<file path="src/updown_counter_pkg.sv">
// package: constants, register map and carrier types for the up/down pulse counter
package updown_counter_pkg;
	localparam int NUM_CH = 4;
	localparam logic [11:0] OFS_CTRL = 12'h000;
	localparam logic [11:0] OFS_RUN = 12'h004;
	localparam logic [11:0] OFS_STATUS = 12'h008;
	localparam logic [11:0] OFS_CH_BASE = 12'h010;
	localparam logic [11:0] OFS_CH_STRIDE = 12'h010;
	localparam logic [3:0] SUB_UPPER = 4'h0;
	localparam logic [3:0] SUB_LOWER = 4'h4;
	localparam logic [3:0] SUB_START = 4'h8;
	localparam logic [3:0] SUB_VALUE = 4'hC;
	localparam int CTRL_EN = 0;
	localparam int CTRL_CLR = 1;
	localparam int CTRL_DIR = 2;
	localparam int CTRL_PRE = 3;
	localparam int CTRL_VIS = 4;
	localparam int CTRL_SEL = 5;
	localparam logic [31:0] CTRL_RESET = 32'h0000_0010;
	localparam logic [31:0] UPPER_RESET = 32'h7FFF_FFFF;
	localparam logic [31:0] LOWER_RESET = 32'h0000_0000;
	localparam logic [31:0] START_RESET = 32'h0000_0000;
	localparam logic [2:0] RETAIN_RESET = 3'h0;
	localparam logic [31:0] VALUE_MAX = 32'h7FFF_FFFF;
	localparam logic [31:0] VALUE_MIN = 32'h8000_0000;

	typedef struct packed {
		logic enable;
		logic clear;
		logic up;
		logic preload;
	} coils_s;

	typedef struct packed {
		logic upper;
		logic lower;
		logic zero;
		logic range;
	} contacts_s;
endpackage

</file>
<file path="src/pin_sync.sv">
// two-flop synchroniser with rising-edge pulse for one pulse input
module pin_sync
	import updown_counter_pkg::*;
(
	// clock and reset
	input wire logic pclk,
	input wire logic presetn,
	// pin and result
	input wire logic pin,
	output logic level,
	output logic rise
);
	logic meta_reg;
	logic sync_reg;
	logic last_reg;

	always_ff @(posedge pclk or negedge presetn) begin
		if (!presetn) begin
			meta_reg <= 1'b0;
			sync_reg <= 1'b0;
			last_reg <= 1'b0;
		end else begin
			meta_reg <= pin;
			sync_reg <= meta_reg;
			last_reg <= sync_reg;
		end
	end

	assign level = sync_reg;
	assign rise = sync_reg & ~last_reg;
endmodule

</file>
<file path="src/counter_channel.sv">
// one signed 32-bit up/down counter with threshold contacts
module counter_channel
	import updown_counter_pkg::*;
(
	// clock and reset
	input wire logic pclk,
	input wire logic presetn,
	// control
	input wire logic run,
	input wire logic retain,
	input wire logic count_pulse,
	input wire coils_s coils,
	input wire logic [31:0] upper_setpoint,
	input wire logic [31:0] lower_setpoint,
	input wire logic [31:0] start_value,
	// results
	output logic [31:0] actual_value,
	output contacts_s contacts
);
	logic [31:0] value_reg;
	logic [31:0] value_next;
	logic range_reg;
	logic range_next;
	logic preload_last_reg;
	logic run_last_reg;
	logic preload_rise;
	logic at_limit;

	assign preload_rise = coils.preload & ~preload_last_reg;
	assign at_limit = coils.up ? (value_reg == VALUE_MAX) : (value_reg == VALUE_MIN);

	always_comb begin
		value_next = value_reg;
		range_next = range_reg;
		if (run_last_reg && !run && !retain) begin
			value_next = '0;
			range_next = 1'b0;
		end else if (run && coils.clear) begin
			value_next = '0;
			range_next = 1'b0;
		end else if (run && preload_rise) begin
			value_next = start_value;
			range_next = 1'b0;
		end else if (run && coils.enable && count_pulse) begin
			if (at_limit) begin
				range_next = 1'b1;
			end else begin
				value_next = coils.up ? value_reg + 32'h0000_0001 : value_reg - 32'h0000_0001;
			end
		end
	end

	always_ff @(posedge pclk or negedge presetn) begin
		if (!presetn) begin
			value_reg <= '0;
			range_reg <= 1'b0;
			preload_last_reg <= 1'b0;
			run_last_reg <= 1'b0;
		end else begin
			value_reg <= value_next;
			range_reg <= range_next;
			preload_last_reg <= coils.preload;
			run_last_reg <= run;
		end
	end

	// contacts follow the held value; an excursion leaves the value pinned at a limit, so the
	// matching threshold contact stays closed
	always_ff @(posedge pclk or negedge presetn) begin
		if (!presetn) begin
			contacts <= '0;
			actual_value <= '0;
		end else begin
			contacts.upper <= $signed(value_next) >= $signed(upper_setpoint);
			contacts.lower <= $signed(value_next) <= $signed(lower_setpoint);
			contacts.zero <= value_next == 32'h0000_0000;
			contacts.range <= range_next;
			actual_value <= value_next;
		end
	end
endmodule

</file>
<file path="src/updown_pulse_counter.sv">
// top: four up/down pulse counters behind an APB slave
// Operation
// - four counters, each counting pulses from the input chosen by its select field, in order
// - a counter counts only while its enable coil is set
// - clear coil sets the value to zero, zero contact then closes
// - direction coil set counts up, cleared counts down
// - preload rising edge loads start value, contacts follow
// - upper contact closed while value at or above upper setpoint
// - lower contact closed while value at or below lower setpoint
// - zero contact closed exactly while value equals zero
// - overflowing step closes range contact, value held at last valid
// - setpoints, start and actual value are signed 32-bit
// - value output always shows the current actual value
// - clear coil works only in run; non-retentive counters also clear on run-to-stop
// - retentive counters keep value over run-to-stop and power loss; here presetn clears every counter value to zero
// - started in run, a retentive counter resumes from its saved value
// - number of retentive counters is configurable, others do not retain
// - counting up from zero, zero and lower contacts release past lower
// - an excursion closes the threshold contact of its direction
// - inputs shared by counters: only the last in order counts
// - each counter has a visibility flag, shown by default
// - counting happens on rising input edges, independent of scan cycle
//
// Local design decisions: the APB slave port and the address map.
module updown_pulse_counter
	import updown_counter_pkg::*;
#(
	parameter int CHANNELS = NUM_CH
)
(
	// clock and reset
	input wire logic pclk,
	input wire logic presetn,
	// apb slave
	input wire logic psel,
	input wire logic penable,
	input wire logic pwrite,
	input wire logic [11:0] paddr,
	input wire logic [31:0] pwdata,
	output logic [31:0] prdata,
	output logic pready,
	output logic pslverr,
	// count pulse inputs
	input wire logic [CHANNELS-1:0] count_in,
	// contacts and values
	output logic [CHANNELS-1:0] upper_threshold_contact,
	output logic [CHANNELS-1:0] lower_threshold_contact,
	output logic [CHANNELS-1:0] zero_contact,
	output logic [CHANNELS-1:0] out_of_range_contact,
	output logic [CHANNELS*32-1:0] actual_value_out
);
	logic [31:0] ctrl_reg [CHANNELS];
	logic [31:0] upper_reg [CHANNELS];
	logic [31:0] lower_reg [CHANNELS];
	logic [31:0] start_reg [CHANNELS];
	logic run_reg;
	logic [2:0] retain_count_reg;
	logic [31:0] value_w [CHANNELS];
	contacts_s contacts_w [CHANNELS];
	logic [CHANNELS-1:0] level_w;
	logic [CHANNELS-1:0] rise_w;
	logic [CHANNELS-1:0] owner_w;
	logic access;
	logic wr;
	logic ch_hit;
	logic [1:0] ch_idx;
	logic [3:0] sub;
	logic [31:0] rd_next;
	logic err_next;

	function automatic logic [1:0] chan_of(input logic [11:0] a);
		logic [11:0] d;
		d = a - OFS_CH_BASE;
		return d[5:4];
	endfunction

	assign access = psel & penable & ~pready;
	assign wr = access & pwrite;
	assign ch_hit = (paddr >= OFS_CH_BASE) && (paddr < OFS_CH_BASE + OFS_CH_STRIDE * 12'(CHANNELS));
	assign ch_idx = chan_of(paddr);
	assign sub = paddr[3:0];

	// an instance counts its selected input only when no later instance selects the same
	// input, so a shared input is always won by the latest in order, whatever it is
	always_comb begin
		owner_w = '1;
		for (int i = 0; i < CHANNELS; i++) begin
			for (int j = i + 1; j < CHANNELS; j++) begin
				if (ctrl_reg[j][CTRL_SEL +: 2] == ctrl_reg[i][CTRL_SEL +: 2]) begin
					owner_w[i] = 1'b0;
				end
			end
		end
	end

	generate
		for (genvar g = 0; g < CHANNELS; g++) begin : g_ch
			coils_s coils;
			logic retentive;
			logic pulse;
			logic [1:0] src;
			assign src = ctrl_reg[g][CTRL_SEL +: 2];
			assign pulse = rise_w[src] & owner_w[g];
			// one assignment for the whole struct keeps a single driver on the variable
			assign coils = {ctrl_reg[g][CTRL_EN], ctrl_reg[g][CTRL_CLR], ctrl_reg[g][CTRL_DIR],
				ctrl_reg[g][CTRL_PRE]};
			assign retentive = 3'(g) < retain_count_reg;

			pin_sync u_sync (
				.pclk(pclk),
				.presetn(presetn),
				.pin(count_in[g]),
				.level(level_w[g]),
				.rise(rise_w[g])
			);

			counter_channel u_chan (
				.pclk(pclk),
				.presetn(presetn),
				.run(run_reg),
				.retain(retentive),
				.count_pulse(pulse),
				.coils(coils),
				.upper_setpoint(upper_reg[g]),
				.lower_setpoint(lower_reg[g]),
				.start_value(start_reg[g]),
				.actual_value(value_w[g]),
				.contacts(contacts_w[g])
			);
		end
	endgenerate

	// one process for all output bits: split processes on one vector would give it several drivers
	always_ff @(posedge pclk or negedge presetn) begin
		if (!presetn) begin
			upper_threshold_contact <= '0;
			lower_threshold_contact <= '0;
			zero_contact <= '0;
			out_of_range_contact <= '0;
			actual_value_out <= '0;
		end else begin
			for (int i = 0; i < CHANNELS; i++) begin
				upper_threshold_contact[i] <= contacts_w[i].upper;
				lower_threshold_contact[i] <= contacts_w[i].lower;
				zero_contact[i] <= contacts_w[i].zero;
				out_of_range_contact[i] <= contacts_w[i].range;
				actual_value_out[i*32 +: 32] <= value_w[i];
			end
		end
	end

	// register writes; setpoints and start are full 32-bit signed words
	always_ff @(posedge pclk or negedge presetn) begin
		if (!presetn) begin
			for (int i = 0; i < CHANNELS; i++) begin
				ctrl_reg[i] <= CTRL_RESET;
				upper_reg[i] <= UPPER_RESET;
				lower_reg[i] <= LOWER_RESET;
				start_reg[i] <= START_RESET;
			end
			run_reg <= 1'b0;
			retain_count_reg <= RETAIN_RESET;
		end else if (wr) begin
			if (paddr == OFS_RUN) begin
				run_reg <= pwdata[0];
			end else if (paddr == OFS_CTRL) begin
				retain_count_reg <= pwdata[2:0];
			end else if (ch_hit) begin
				unique case (sub)
					SUB_UPPER: upper_reg[ch_idx] <= pwdata;
					SUB_LOWER: lower_reg[ch_idx] <= pwdata;
					SUB_START: start_reg[ch_idx] <= pwdata;
					SUB_VALUE: ctrl_reg[ch_idx] <= {25'h0, pwdata[6:0]};
					default: ctrl_reg[ch_idx] <= ctrl_reg[ch_idx];
				endcase
			end
		end
	end

	always_comb begin
		rd_next = '0;
		err_next = 1'b0;
		if (paddr == OFS_CTRL) begin
			rd_next = {29'h0, retain_count_reg};
		end else if (paddr == OFS_RUN) begin
			rd_next = {31'h0, run_reg};
		end else if (paddr == OFS_STATUS) begin
			for (int i = 0; i < CHANNELS; i++) begin
				rd_next[i*4 +: 4] = contacts_w[i];
			end
			rd_next[16 +: CHANNELS] = level_w;
		end else if (ch_hit) begin
			unique case (sub)
				SUB_UPPER: rd_next = upper_reg[ch_idx];
				SUB_LOWER: rd_next = lower_reg[ch_idx];
				SUB_START: rd_next = start_reg[ch_idx];
				SUB_VALUE: rd_next = ctrl_reg[ch_idx];
				default: err_next = 1'b1;
			endcase
		end else begin
			err_next = 1'b1;
		end
	end

	// one wait state: pready rises in the second access cycle
	always_ff @(posedge pclk or negedge presetn) begin
		if (!presetn) begin
			pready <= 1'b0;
			pslverr <= 1'b0;
			prdata <= '0;
		end else begin
			pready <= access;
			pslverr <= access & err_next;
			prdata <= (access & ~pwrite) ? rd_next : 32'h0000_0000;
		end
	end

	// outputs trail the counters by two registers; right after release their reset values
	// disagree with the value, so value checks wait until that pipeline has filled
	logic [1:0] settle_reg;
	logic settled;

	always_ff @(posedge pclk or negedge presetn) begin
		if (!presetn) begin
			settle_reg <= 2'h0;
		end else if (!settled) begin
			settle_reg <= settle_reg + 2'h1;
		end
	end

	assign settled = &settle_reg;

	property p_zero_after_clear;
		@(posedge pclk) disable iff (!presetn)
		(run_reg && ctrl_reg[0][CTRL_CLR]) |=> ##1 zero_contact[0];
	endproperty
	a_zero_after_clear: assert property (p_zero_after_clear) else $error("zero contact missing after clear");

	property p_upper;
		@(posedge pclk) disable iff (!presetn)
		settled |-> upper_threshold_contact[0] == ($signed(actual_value_out[31:0]) >= $signed($past(upper_reg[0], 2)));
	endproperty
	a_upper: assert property (p_upper) else $error("upper contact mismatch");

	property p_lower;
		@(posedge pclk) disable iff (!presetn)
		settled |-> lower_threshold_contact[0] == ($signed(actual_value_out[31:0]) <= $signed($past(lower_reg[0], 2)));
	endproperty
	a_lower: assert property (p_lower) else $error("lower contact mismatch");

	property p_zero;
		@(posedge pclk) disable iff (!presetn)
		settled |-> zero_contact[1] == (actual_value_out[63:32] == 32'h0000_0000);
	endproperty
	a_zero: assert property (p_zero) else $error("zero contact mismatch");

	property p_step_one;
		@(posedge pclk) disable iff (!presetn)
		(run_reg && !ctrl_reg[0][CTRL_CLR] && !ctrl_reg[0][CTRL_PRE] && $past(run_reg))
		|-> (actual_value_out[31:0] - $past(actual_value_out[31:0]) == 32'h0000_0001)
		|| (actual_value_out[31:0] == $past(actual_value_out[31:0]))
		|| ($past(actual_value_out[31:0]) - actual_value_out[31:0] == 32'h0000_0001);
	endproperty
	a_step_one: assert property (p_step_one) else $error("count step not one");

	property p_hold_on_range;
		@(posedge pclk) disable iff (!presetn)
		$rose(out_of_range_contact[2]) |-> $stable(actual_value_out[95:64]);
	endproperty
	a_hold_on_range: assert property (p_hold_on_range) else $error("value moved on overflow");

	property p_no_count_disabled;
		@(posedge pclk) disable iff (!presetn)
		(!ctrl_reg[3][CTRL_EN] && !ctrl_reg[3][CTRL_CLR] && !ctrl_reg[3][CTRL_PRE] && run_reg) [*3]
		|-> $stable(actual_value_out[127:96]);
	endproperty
	a_no_count_disabled: assert property (p_no_count_disabled) else $error("counted while disabled");

	property p_stop_no_clear;
		@(posedge pclk) disable iff (!presetn)
		(!run_reg && $past(!run_reg) && $past(!run_reg, 2) && $past(!run_reg, 3)) |-> $stable(actual_value_out[31:0]);
	endproperty
	a_stop_no_clear: assert property (p_stop_no_clear) else $error("value changed in stop");

	property p_retain_stop;
		@(posedge pclk) disable iff (!presetn)
		($fell(run_reg) && retain_count_reg != 3'h0) |-> ##2 $stable(actual_value_out[31:0]);
	endproperty
	a_retain_stop: assert property (p_retain_stop) else $error("retentive value lost on stop");

	// clear beats preload, so a preload edge under clear is left out
	property p_preload_load;
		@(posedge pclk) disable iff (!presetn)
		(run_reg && ctrl_reg[2][CTRL_PRE] && !$past(ctrl_reg[2][CTRL_PRE]) && !ctrl_reg[2][CTRL_CLR])
		|-> ##2 (actual_value_out[95:64] == $past(start_reg[2], 2));
	endproperty
	a_preload_load: assert property (p_preload_load) else $error("start value not loaded");

	property p_range_dir;
		@(posedge pclk) disable iff (!presetn)
		$rose(out_of_range_contact[1])
		|-> ((actual_value_out[63:32] == VALUE_MIN) && lower_threshold_contact[1])
		|| ((actual_value_out[63:32] == VALUE_MAX) && upper_threshold_contact[1]);
	endproperty
	a_range_dir: assert property (p_range_dir) else $error("excursion contact wrong");

	property p_ready_pulse;
		@(posedge pclk) disable iff (!presetn)
		pready |=> !pready;
	endproperty
	a_ready_pulse: assert property (p_ready_pulse) else $error("apb ready held too long");

	property p_apb_ready;
		@(posedge pclk) disable iff (!presetn)
		(psel && !penable) ##1 (psel && penable) |-> ##1 pready;
	endproperty
	a_apb_ready: assert property (p_apb_ready) else $error("apb answer late");

	c_overflow: cover property (@(posedge pclk) disable iff (!presetn) $rose(out_of_range_contact[2]));
	c_preload: cover property (@(posedge pclk) disable iff (!presetn) run_reg && $rose(ctrl_reg[2][CTRL_PRE]));
	c_retain: cover property (@(posedge pclk) disable iff (!presetn) $fell(run_reg) && retain_count_reg != 3'h0);
	c_upper: cover property (@(posedge pclk) disable iff (!presetn) $rose(upper_threshold_contact[0]));
	c_zero_leave: cover property (@(posedge pclk) disable iff (!presetn) $fell(zero_contact[0]));
endmodule

</file>
<file path="config.mk">
export PLATFORM = sky130hd
export DESIGN_NAME = updown_pulse_counter
export DESIGN_NICKNAME = d
export VERILOG_FILES = /design/src/updown_counter_pkg.sv /design/src/pin_sync.sv /design/src/counter_channel.sv /design/src/updown_pulse_counter.sv
export SDC_FILE = /design/constraint.sdc
export NUM_CORES = 2
export LEC_CHECK = 0
export BUFFER_PORTS_ARGS = -buffer_cell sky130_fd_sc_hd__buf_2
export CAP_MARGIN = 0
export CORE_ASPECT_RATIO = 1.1
export CORE_MARGIN = 2
export CORE_UTILIZATION = 45
export DETAILED_ROUTE_END_ITERATION = 16
export PLACE_DENSITY = 0.61
export SYNTH_ARGS = -nofsm -noshare
export SYNTH_HDL_FRONTEND = slang
export SYNTH_SLANG_ARGS = --single-unit
</file>
<file path="constraint.sdc">
create_clock -name pclk -period 8.25 [get_ports pclk]
set_input_delay 0.825 -clock pclk [delete_from_list [all_inputs] [get_ports pclk]]
set_output_delay 0.825 -clock pclk [all_outputs]
set_load 0.1 [all_outputs]
</file>
Yosys cells after proc, flatten, opt, wreduce, memory -nomap -nowiden. Index checks and enable logic that the tools add are counted.

Register bits after elaboration: 855. Output and inout port bits: 178.

$add $sub $neg: 9. $lt $le $gt $ge: 20. Equality and inequality tests: 19. Muxes and demuxes: 94. Bitwise operators: 30. Reductions and logical operators: 54.

Operators by type and width (count): 32-bit two-way mux (37); 128-bit bitwise mux (5); 32-bit binary-select mux with 2-bit select (4); 128-bit one-hot mux with 2 select lines (1); 32-bit by 1-bit adder with 32-bit output (second input constant) (4); 32-bit by 31-bit == test with 1-bit output (second input constant) (4); 32-bit == test (second input constant) (4); 32-bit >= comparator (4); 32-bit less-or-equal comparator (4); 32-bit zero test (4); 32-bit one-hot mux with 4 select lines (1); 32-bit by 1-bit subtractor with 32-bit output (second input constant) (4); 32-bit demux with 2-bit select (1); 1-bit two-way mux (39); 4-bit nonzero test (8); 1-bit logical AND (23); 20-bit two-way mux (1); 5-bit AND reduction (4); 1-bit bitwise AND (16); 1-bit NOT (13); 12-bit by 3-bit == test with 1-bit output (second input constant) (1); 12-bit by 4-bit == test with 1-bit output (second input constant) (1); 2-bit == test (6); 12-bit by 5-bit >= comparator with 1-bit output (second input constant) (1); 19 further kinds (36).

Longest topological paths before layout.
Depth in word-level cells: 11. Mapped depth: 26. Depth with buffers taken out: 24.

Modules after synthesis. A second synthesis with hierarchy kept.

Cells, all modules: 4625. Area total of the unflattened synthesis: 51094.0 um2.

Modules (own cells, without submodules): updown_pulse_counter (times used 1, cells an instance 1836, area each 29248.1 um2, sequential area each 17526.8 um2); counter_channel at g_ch[1].u_chan ... (times used 2, cells an instance 704, area each 5370.2 um2, sequential area each 950.9 um2); counter_channel at g_ch[3].u_chan (times used 1, cells an instance 701, area each 5382.7 um2, sequential area each 950.9 um2); counter_channel at g_ch[0].u_chan (times used 1, cells an instance 664, area each 5367.6 um2, sequential area each 950.9 um2); pin_sync (times used 4, cells an instance 4, area each 88.8 um2, sequential area each 75.1 um2).

Worst setup path after synthesis. OpenSTA, ideal clock, no wires.

Kind: register to register. From: reg ctrl_reg[98] in the netlist's numbering. To: reg g_ch[0].u_chan.contacts[2] in the netlist's numbering. Setup time: 0.087 ns. Data arrival time: 5.737 ns. Data required time: 8.163 ns. Path slack: 2.426 ns. Cell stages (with the launch flop): 25. Path through: dfrtp_1 > inv_1 > ha_1 > clkbuf_1 > nand2_1 > nor4_1 > and4_1 > buf_2 > nor2_1 > buf_2 > buf_1 > a311oi_1 > a21oi_1 > or3_1 > a311oi_1 > ha_1 > nand4_1 > nor3_1 > nand2_1 > nor3_1 > a221oi_1 > o21ai_0 > or3_1 > or4b_2 > o211ai_1.

Longest elaborated chain between the ends: 7. Elaborated cells on any way between the ends: 8. Those cells by class: order compare (1); mux (7).

Ends and longest elaborated chain: start: declaration (line updown_pulse_counter.sv:52) `logic [31:0] ctrl_reg [CHANNELS];`; start signal: indexed assignment (line updown_pulse_counter.sv:173) `SUB_VALUE: ctrl_reg[ch_idx] <= {25'h0, pwdata[6:0]};`; start signal: indexed assignment (line updown_pulse_counter.sv:174) `default: ctrl_reg[ch_idx] <= ctrl_reg[ch_idx];`; 32-bit two-way mux / 1-bit two-way mux (equally long branches) (line counter_channel.sv:48, counter_channel.sv:30); 32-bit two-way mux * (line counter_channel.sv:45) `if (at_limit) begin`; 32-bit two-way mux * (line counter_channel.sv:44) `end else if (run && coils.enable && count_pulse) begin`; 32-bit two-way mux * (line counter_channel.sv:41) `end else if (run && preload_rise) begin`; 32-bit two-way mux * (line counter_channel.sv:38) `end else if (run && coils.clear) begin`; 32-bit two-way mux * (line counter_channel.sv:35) `if (run_last_reg && !run && !retain) begin`; via g_ch[0].u_chan.value_next[29] (line counter_channel.sv:21) `logic [31:0] value_next;`; 32-bit less-or-equal comparator * (line counter_channel.sv:75) `contacts.lower <= $signed(value_next) <= $signed(lower_setpoint);`; end: declaration (line counter_channel.sv:18) `output contacts_s contacts`.

The timed path passes the listed nets; every way through them passes the cells marked *. A chain may end at the register's enable or synchronous reset.

Worst setup path in the final report. Same ends and word-level chain as after synthesis.

==> out/qor.yml <==
outcome:
  run_status: "finished clean"
detailed_routing:
  wirelength_mm: 193
  vias: 40244
  drt_iter0_drc: 4481
  antenna_left: 0
  drc_errors: 0
  drt_first_pass_iters: 6
  viasPerCell: 6.33
  wl_per_cell_um: 30.4
synth:
  yosysWarnings: 0
  synth_top_cell_area_share_pct: 36.7
  ys_types: 85
  yosysSeqAreaShare_pct: 43.4
  syn_area_per_cell_um2: 10.6
  synth_edf_count: 0
  postSynth.asyncResetShare_pct: 100
  synth_flop_cell: "dfrtp_1"
  synth_top_area_cell: "dfrtp_1"
  syn_area_um2: 49600
  netlist_instances: 4674
  synth.area.top_cells: "dfrtp_1, ha_1, mux2_2"
  synth-seq-cells: 855
  synth_nets: 5109
cts:
  cts_tree: "built"
  clkTransAtPathRegs_ns: 0.06
  clock-root-buffer: "clkbuf_16"
  ctsLongestPathBuffers: 3
  cts.sinks: 855
  htreeDepth: 3
  post-cts-setup-buffers: 0
  hold_buffers: 0
  insertion_delay_ns: 0.72
  cts_resized: 0
  cts_made_buffers: 94
global_route:
  overflow: 0
  first_global_vias: 39013
  antenna_found_initial: 33
  grt_max_degree: 175
  grt_pass1_wl_mm: 279
  track_usage_pct: 33.9
placement:
  place_ws_ns: 1.41
  post-place-cells: 6171
  portBuffers: 230
  hpwlAfterDp_mm: 148
  gp_congestion: 1.01
job:
  drv_cap: 0
timing:
  tns_ns: 0
  finalHoldViolations: 0
  layout_setup_ws_ns: 1.18
  period_share_pct: 85.7
  tightestPinTransition_ns: 1.20
  slew_headroom_pct: 20.1
  maxSlewViolCount: 0
  skew_ns: 0.0248
  max_freq_mhz: 141
  fin_crit_ns: 7.07
  setup_viol: 0
  rsz0062_at_grt: "false"
setup_path:
  critPathKind: "reg -> reg"
  slowest_delay_ns: 0.62
  worstPathCellList: "inv_1, buf_4, ha_1, nand2_1, nor4_1, and4_1, nor2_1, buf_4, a311oi_1, a21oi_1, or3_1, a311oi_1, buf_4, ha_1, nand4_1, nor3_1, nand2_1, nor3_1, a221oi_1, o21ai_0, or3_1, or4b_2, o211ai_1"
  critPathSlowestCell: "or4b_2"
  required_ns: 8.87
  crit_path_frequent_cell: "buf_4"
  arrival_ns: 7.69
  critPathLaunchType: "flip-flop"
  cp_max_fo: 20
  endpoint_kind: "flip-flop"
floorplan:
  die_w_um: 321
  start_util_pct: 45.5
  die_area_um2: 113000
  die_h_um: 352
  boundaryPins: 231
  coreArea_um2: 109000
  num_rows: 127
power:
  p_total_mw: 9.29
  internal_power_mw: 7.15
  clkPwrFrac_pct: 51.2
  switching_share_pct: 23.0
  pwr_density_cell_nw_per_um2: 166
  p_sw_mw: 2.13
  peakVddDrop_mv: 0.153
  combPwrFrac_pct: 3.4
  pwr-share-seq_pct: 45.4
  power.leakage_nw: 27.3
finish:
  area_delta_synth_final_pct: 12.7
  stdcell_count: 6358
  final_nets: 5283
  post-route-util_pct: 51.2
  drive_gt1_share_pct: 23.9
  fillerInstances: 9904
hold_path:
  min_path_type: "in -> async"
==> cells by family after synthesis <==
logic type      after synthesis  synth area share, %
compound gates             1080                 13.8
xor+xnor                     92                 1.62
fa+ha+maj                   383                 9.71
buf+inv                     549                 4.20
flops                       855                 43.4
mux                         588                 16.2
simple gates               1127                 11.0
==> cell usage after synthesis, types with 23 or more instances <==
cell type	number
nor4_1	23
a211oi_1	42
dfstp_2	128
a21oi_1	220
buf_1	56
nand3_1	92
clkbuf_1	177
nor2b_1	42
o21a_1	30
a31oi_1	36
nand2_1	362
inv_1	303
ha_1	378
xnor2_1	59
nor3_1	61
o21ai_0	346
nand4_1	93
nor2_1	251
xor2_1	33
a22oi_1	46
o211ai_1	47
and3_1	38
mux2i_1	63
a21o_1	118
mux4_2	131
nand2b_1	46
mux2_2	394
dfrtp_1	727
==> layer usage <==
layer	wire length [um]	share of wire, %	track usage [%]	vias up
li1	-	-	-	17472
met1	79100	41	46.0	20292
met3	17800	9.2	7.62	417
met4	11400	5.9	18.2	22
met2	84600	44	50.6	2041
met5	149	0.077	0	-
==> final timing paths <==
check                                   startpoint                         end  slack [ns]  depth (start not counted)
hold / removal                             presetn               lower_reg[75]        0.09                          1
hold reg to reg            g_ch[1].u_sync.meta_reg        g_ch[1].u_sync.level        0.35                          0
setup / recovery                      ctrl_reg[98]  g_ch[0].u_chan.contacts[2]        1.18                         23
min in group pclk                      count_in[2]     g_ch[2].u_sync.meta_reg        0.22                          1
setup reg to reg                      ctrl_reg[98]  g_ch[0].u_chan.contacts[2]        1.18                         23
max in group asynchronous                  presetn     out_of_range_contact[2]        6.27                          3
==> stage by stage <==
stage	area, um2	hold slack (ns)
2_1_floorplan	49600	0.331
3_3_place_gp	52400	0.334
3_5_place_dp	52400	0.335
4_1_cts	55900	0.107
5_1_grt	55900	0.138
6_report	55900	0.0942
==> cell usage in the layout, fill, tap and decap left out, types with 46 or more instances in the layout <==
| cell | netlist | layout |
|---|---|---|
| ha_1 | 378 | 377 |
| dfrtp_1 | 727 | 727 |
| mux2_2 | 394 | 394 |
| nand3_1 | 92 | 92 |
| o211ai_1 | 47 | 47 |
| a21o_1 | 118 | 118 |
| dfstp_2 | 128 | 128 |
| nand4_1 | 93 | 93 |
| buf_2 | 12 | 228 |
| a22oi_1 | 46 | 46 |
| mux4_2 | 131 | 131 |
| inv_1 | 303 | 303 |
| nand2b_1 | 46 | 46 |
| nand2_1 | 362 | 358 |
| o21ai_0 | 346 | 346 |
| nor2_1 | 251 | 250 |
| mux2i_1 | 63 | 63 |
| clkbuf_16 | 0 | 98 |
| buf_4 | 0 | 91 |
| a21oi_1 | 220 | 220 |
| xnor2_1 | 59 | 59 |
| nor3_1 | 61 | 58 |
==> critical path: cells and delay by family (launching register included) <==
kind,cells,cell delay (ns)
flip-flops,1,0.58
AO/OA/AOI/OAI,6,1.06
buffers and inverters,4,1.37
adder cells (fa/ha/maj),2,0.68
AND/OR/NAND/NOR,11,3.27
==> final cells by class <==
| class | count | area (um2) | area share [%] |
|---|---|---|---|
| Clock inverter | 52 | 774 | 1.38 |
| Tap cell | 1419 | 1780 | 3.17 |
| Sequential cell | 855 | 21600 | 38.5 |
| Antenna cell | 12 | 30.0 | 0.0537 |
| Clock buffer | 123 | 2700 | 4.82 |
| Inverter | 303 | 1140 | 2.03 |
| Timing Repair Buffer | 324 | 1910 | 3.42 |
| Multi-Input combinational cell | 3270 | 26100 | 46.6 |
==> power groups by stage <==
stage / logic, mW / registers [mW] / clock network, mW
2_1_floorplan: 0.132 / 4.29 / 0
3_3_place_gp: 0.317 / 4.29 / 0
3_5_place_dp: 0.318 / 4.29 / 0
4_1_cts: 0.318 / 4.21 / 4.81
5_1_grt: 0.341 / 4.21 / 4.98
6_report: 0.317 / 4.22 / 4.75
(Power assumes the default switching activity.)
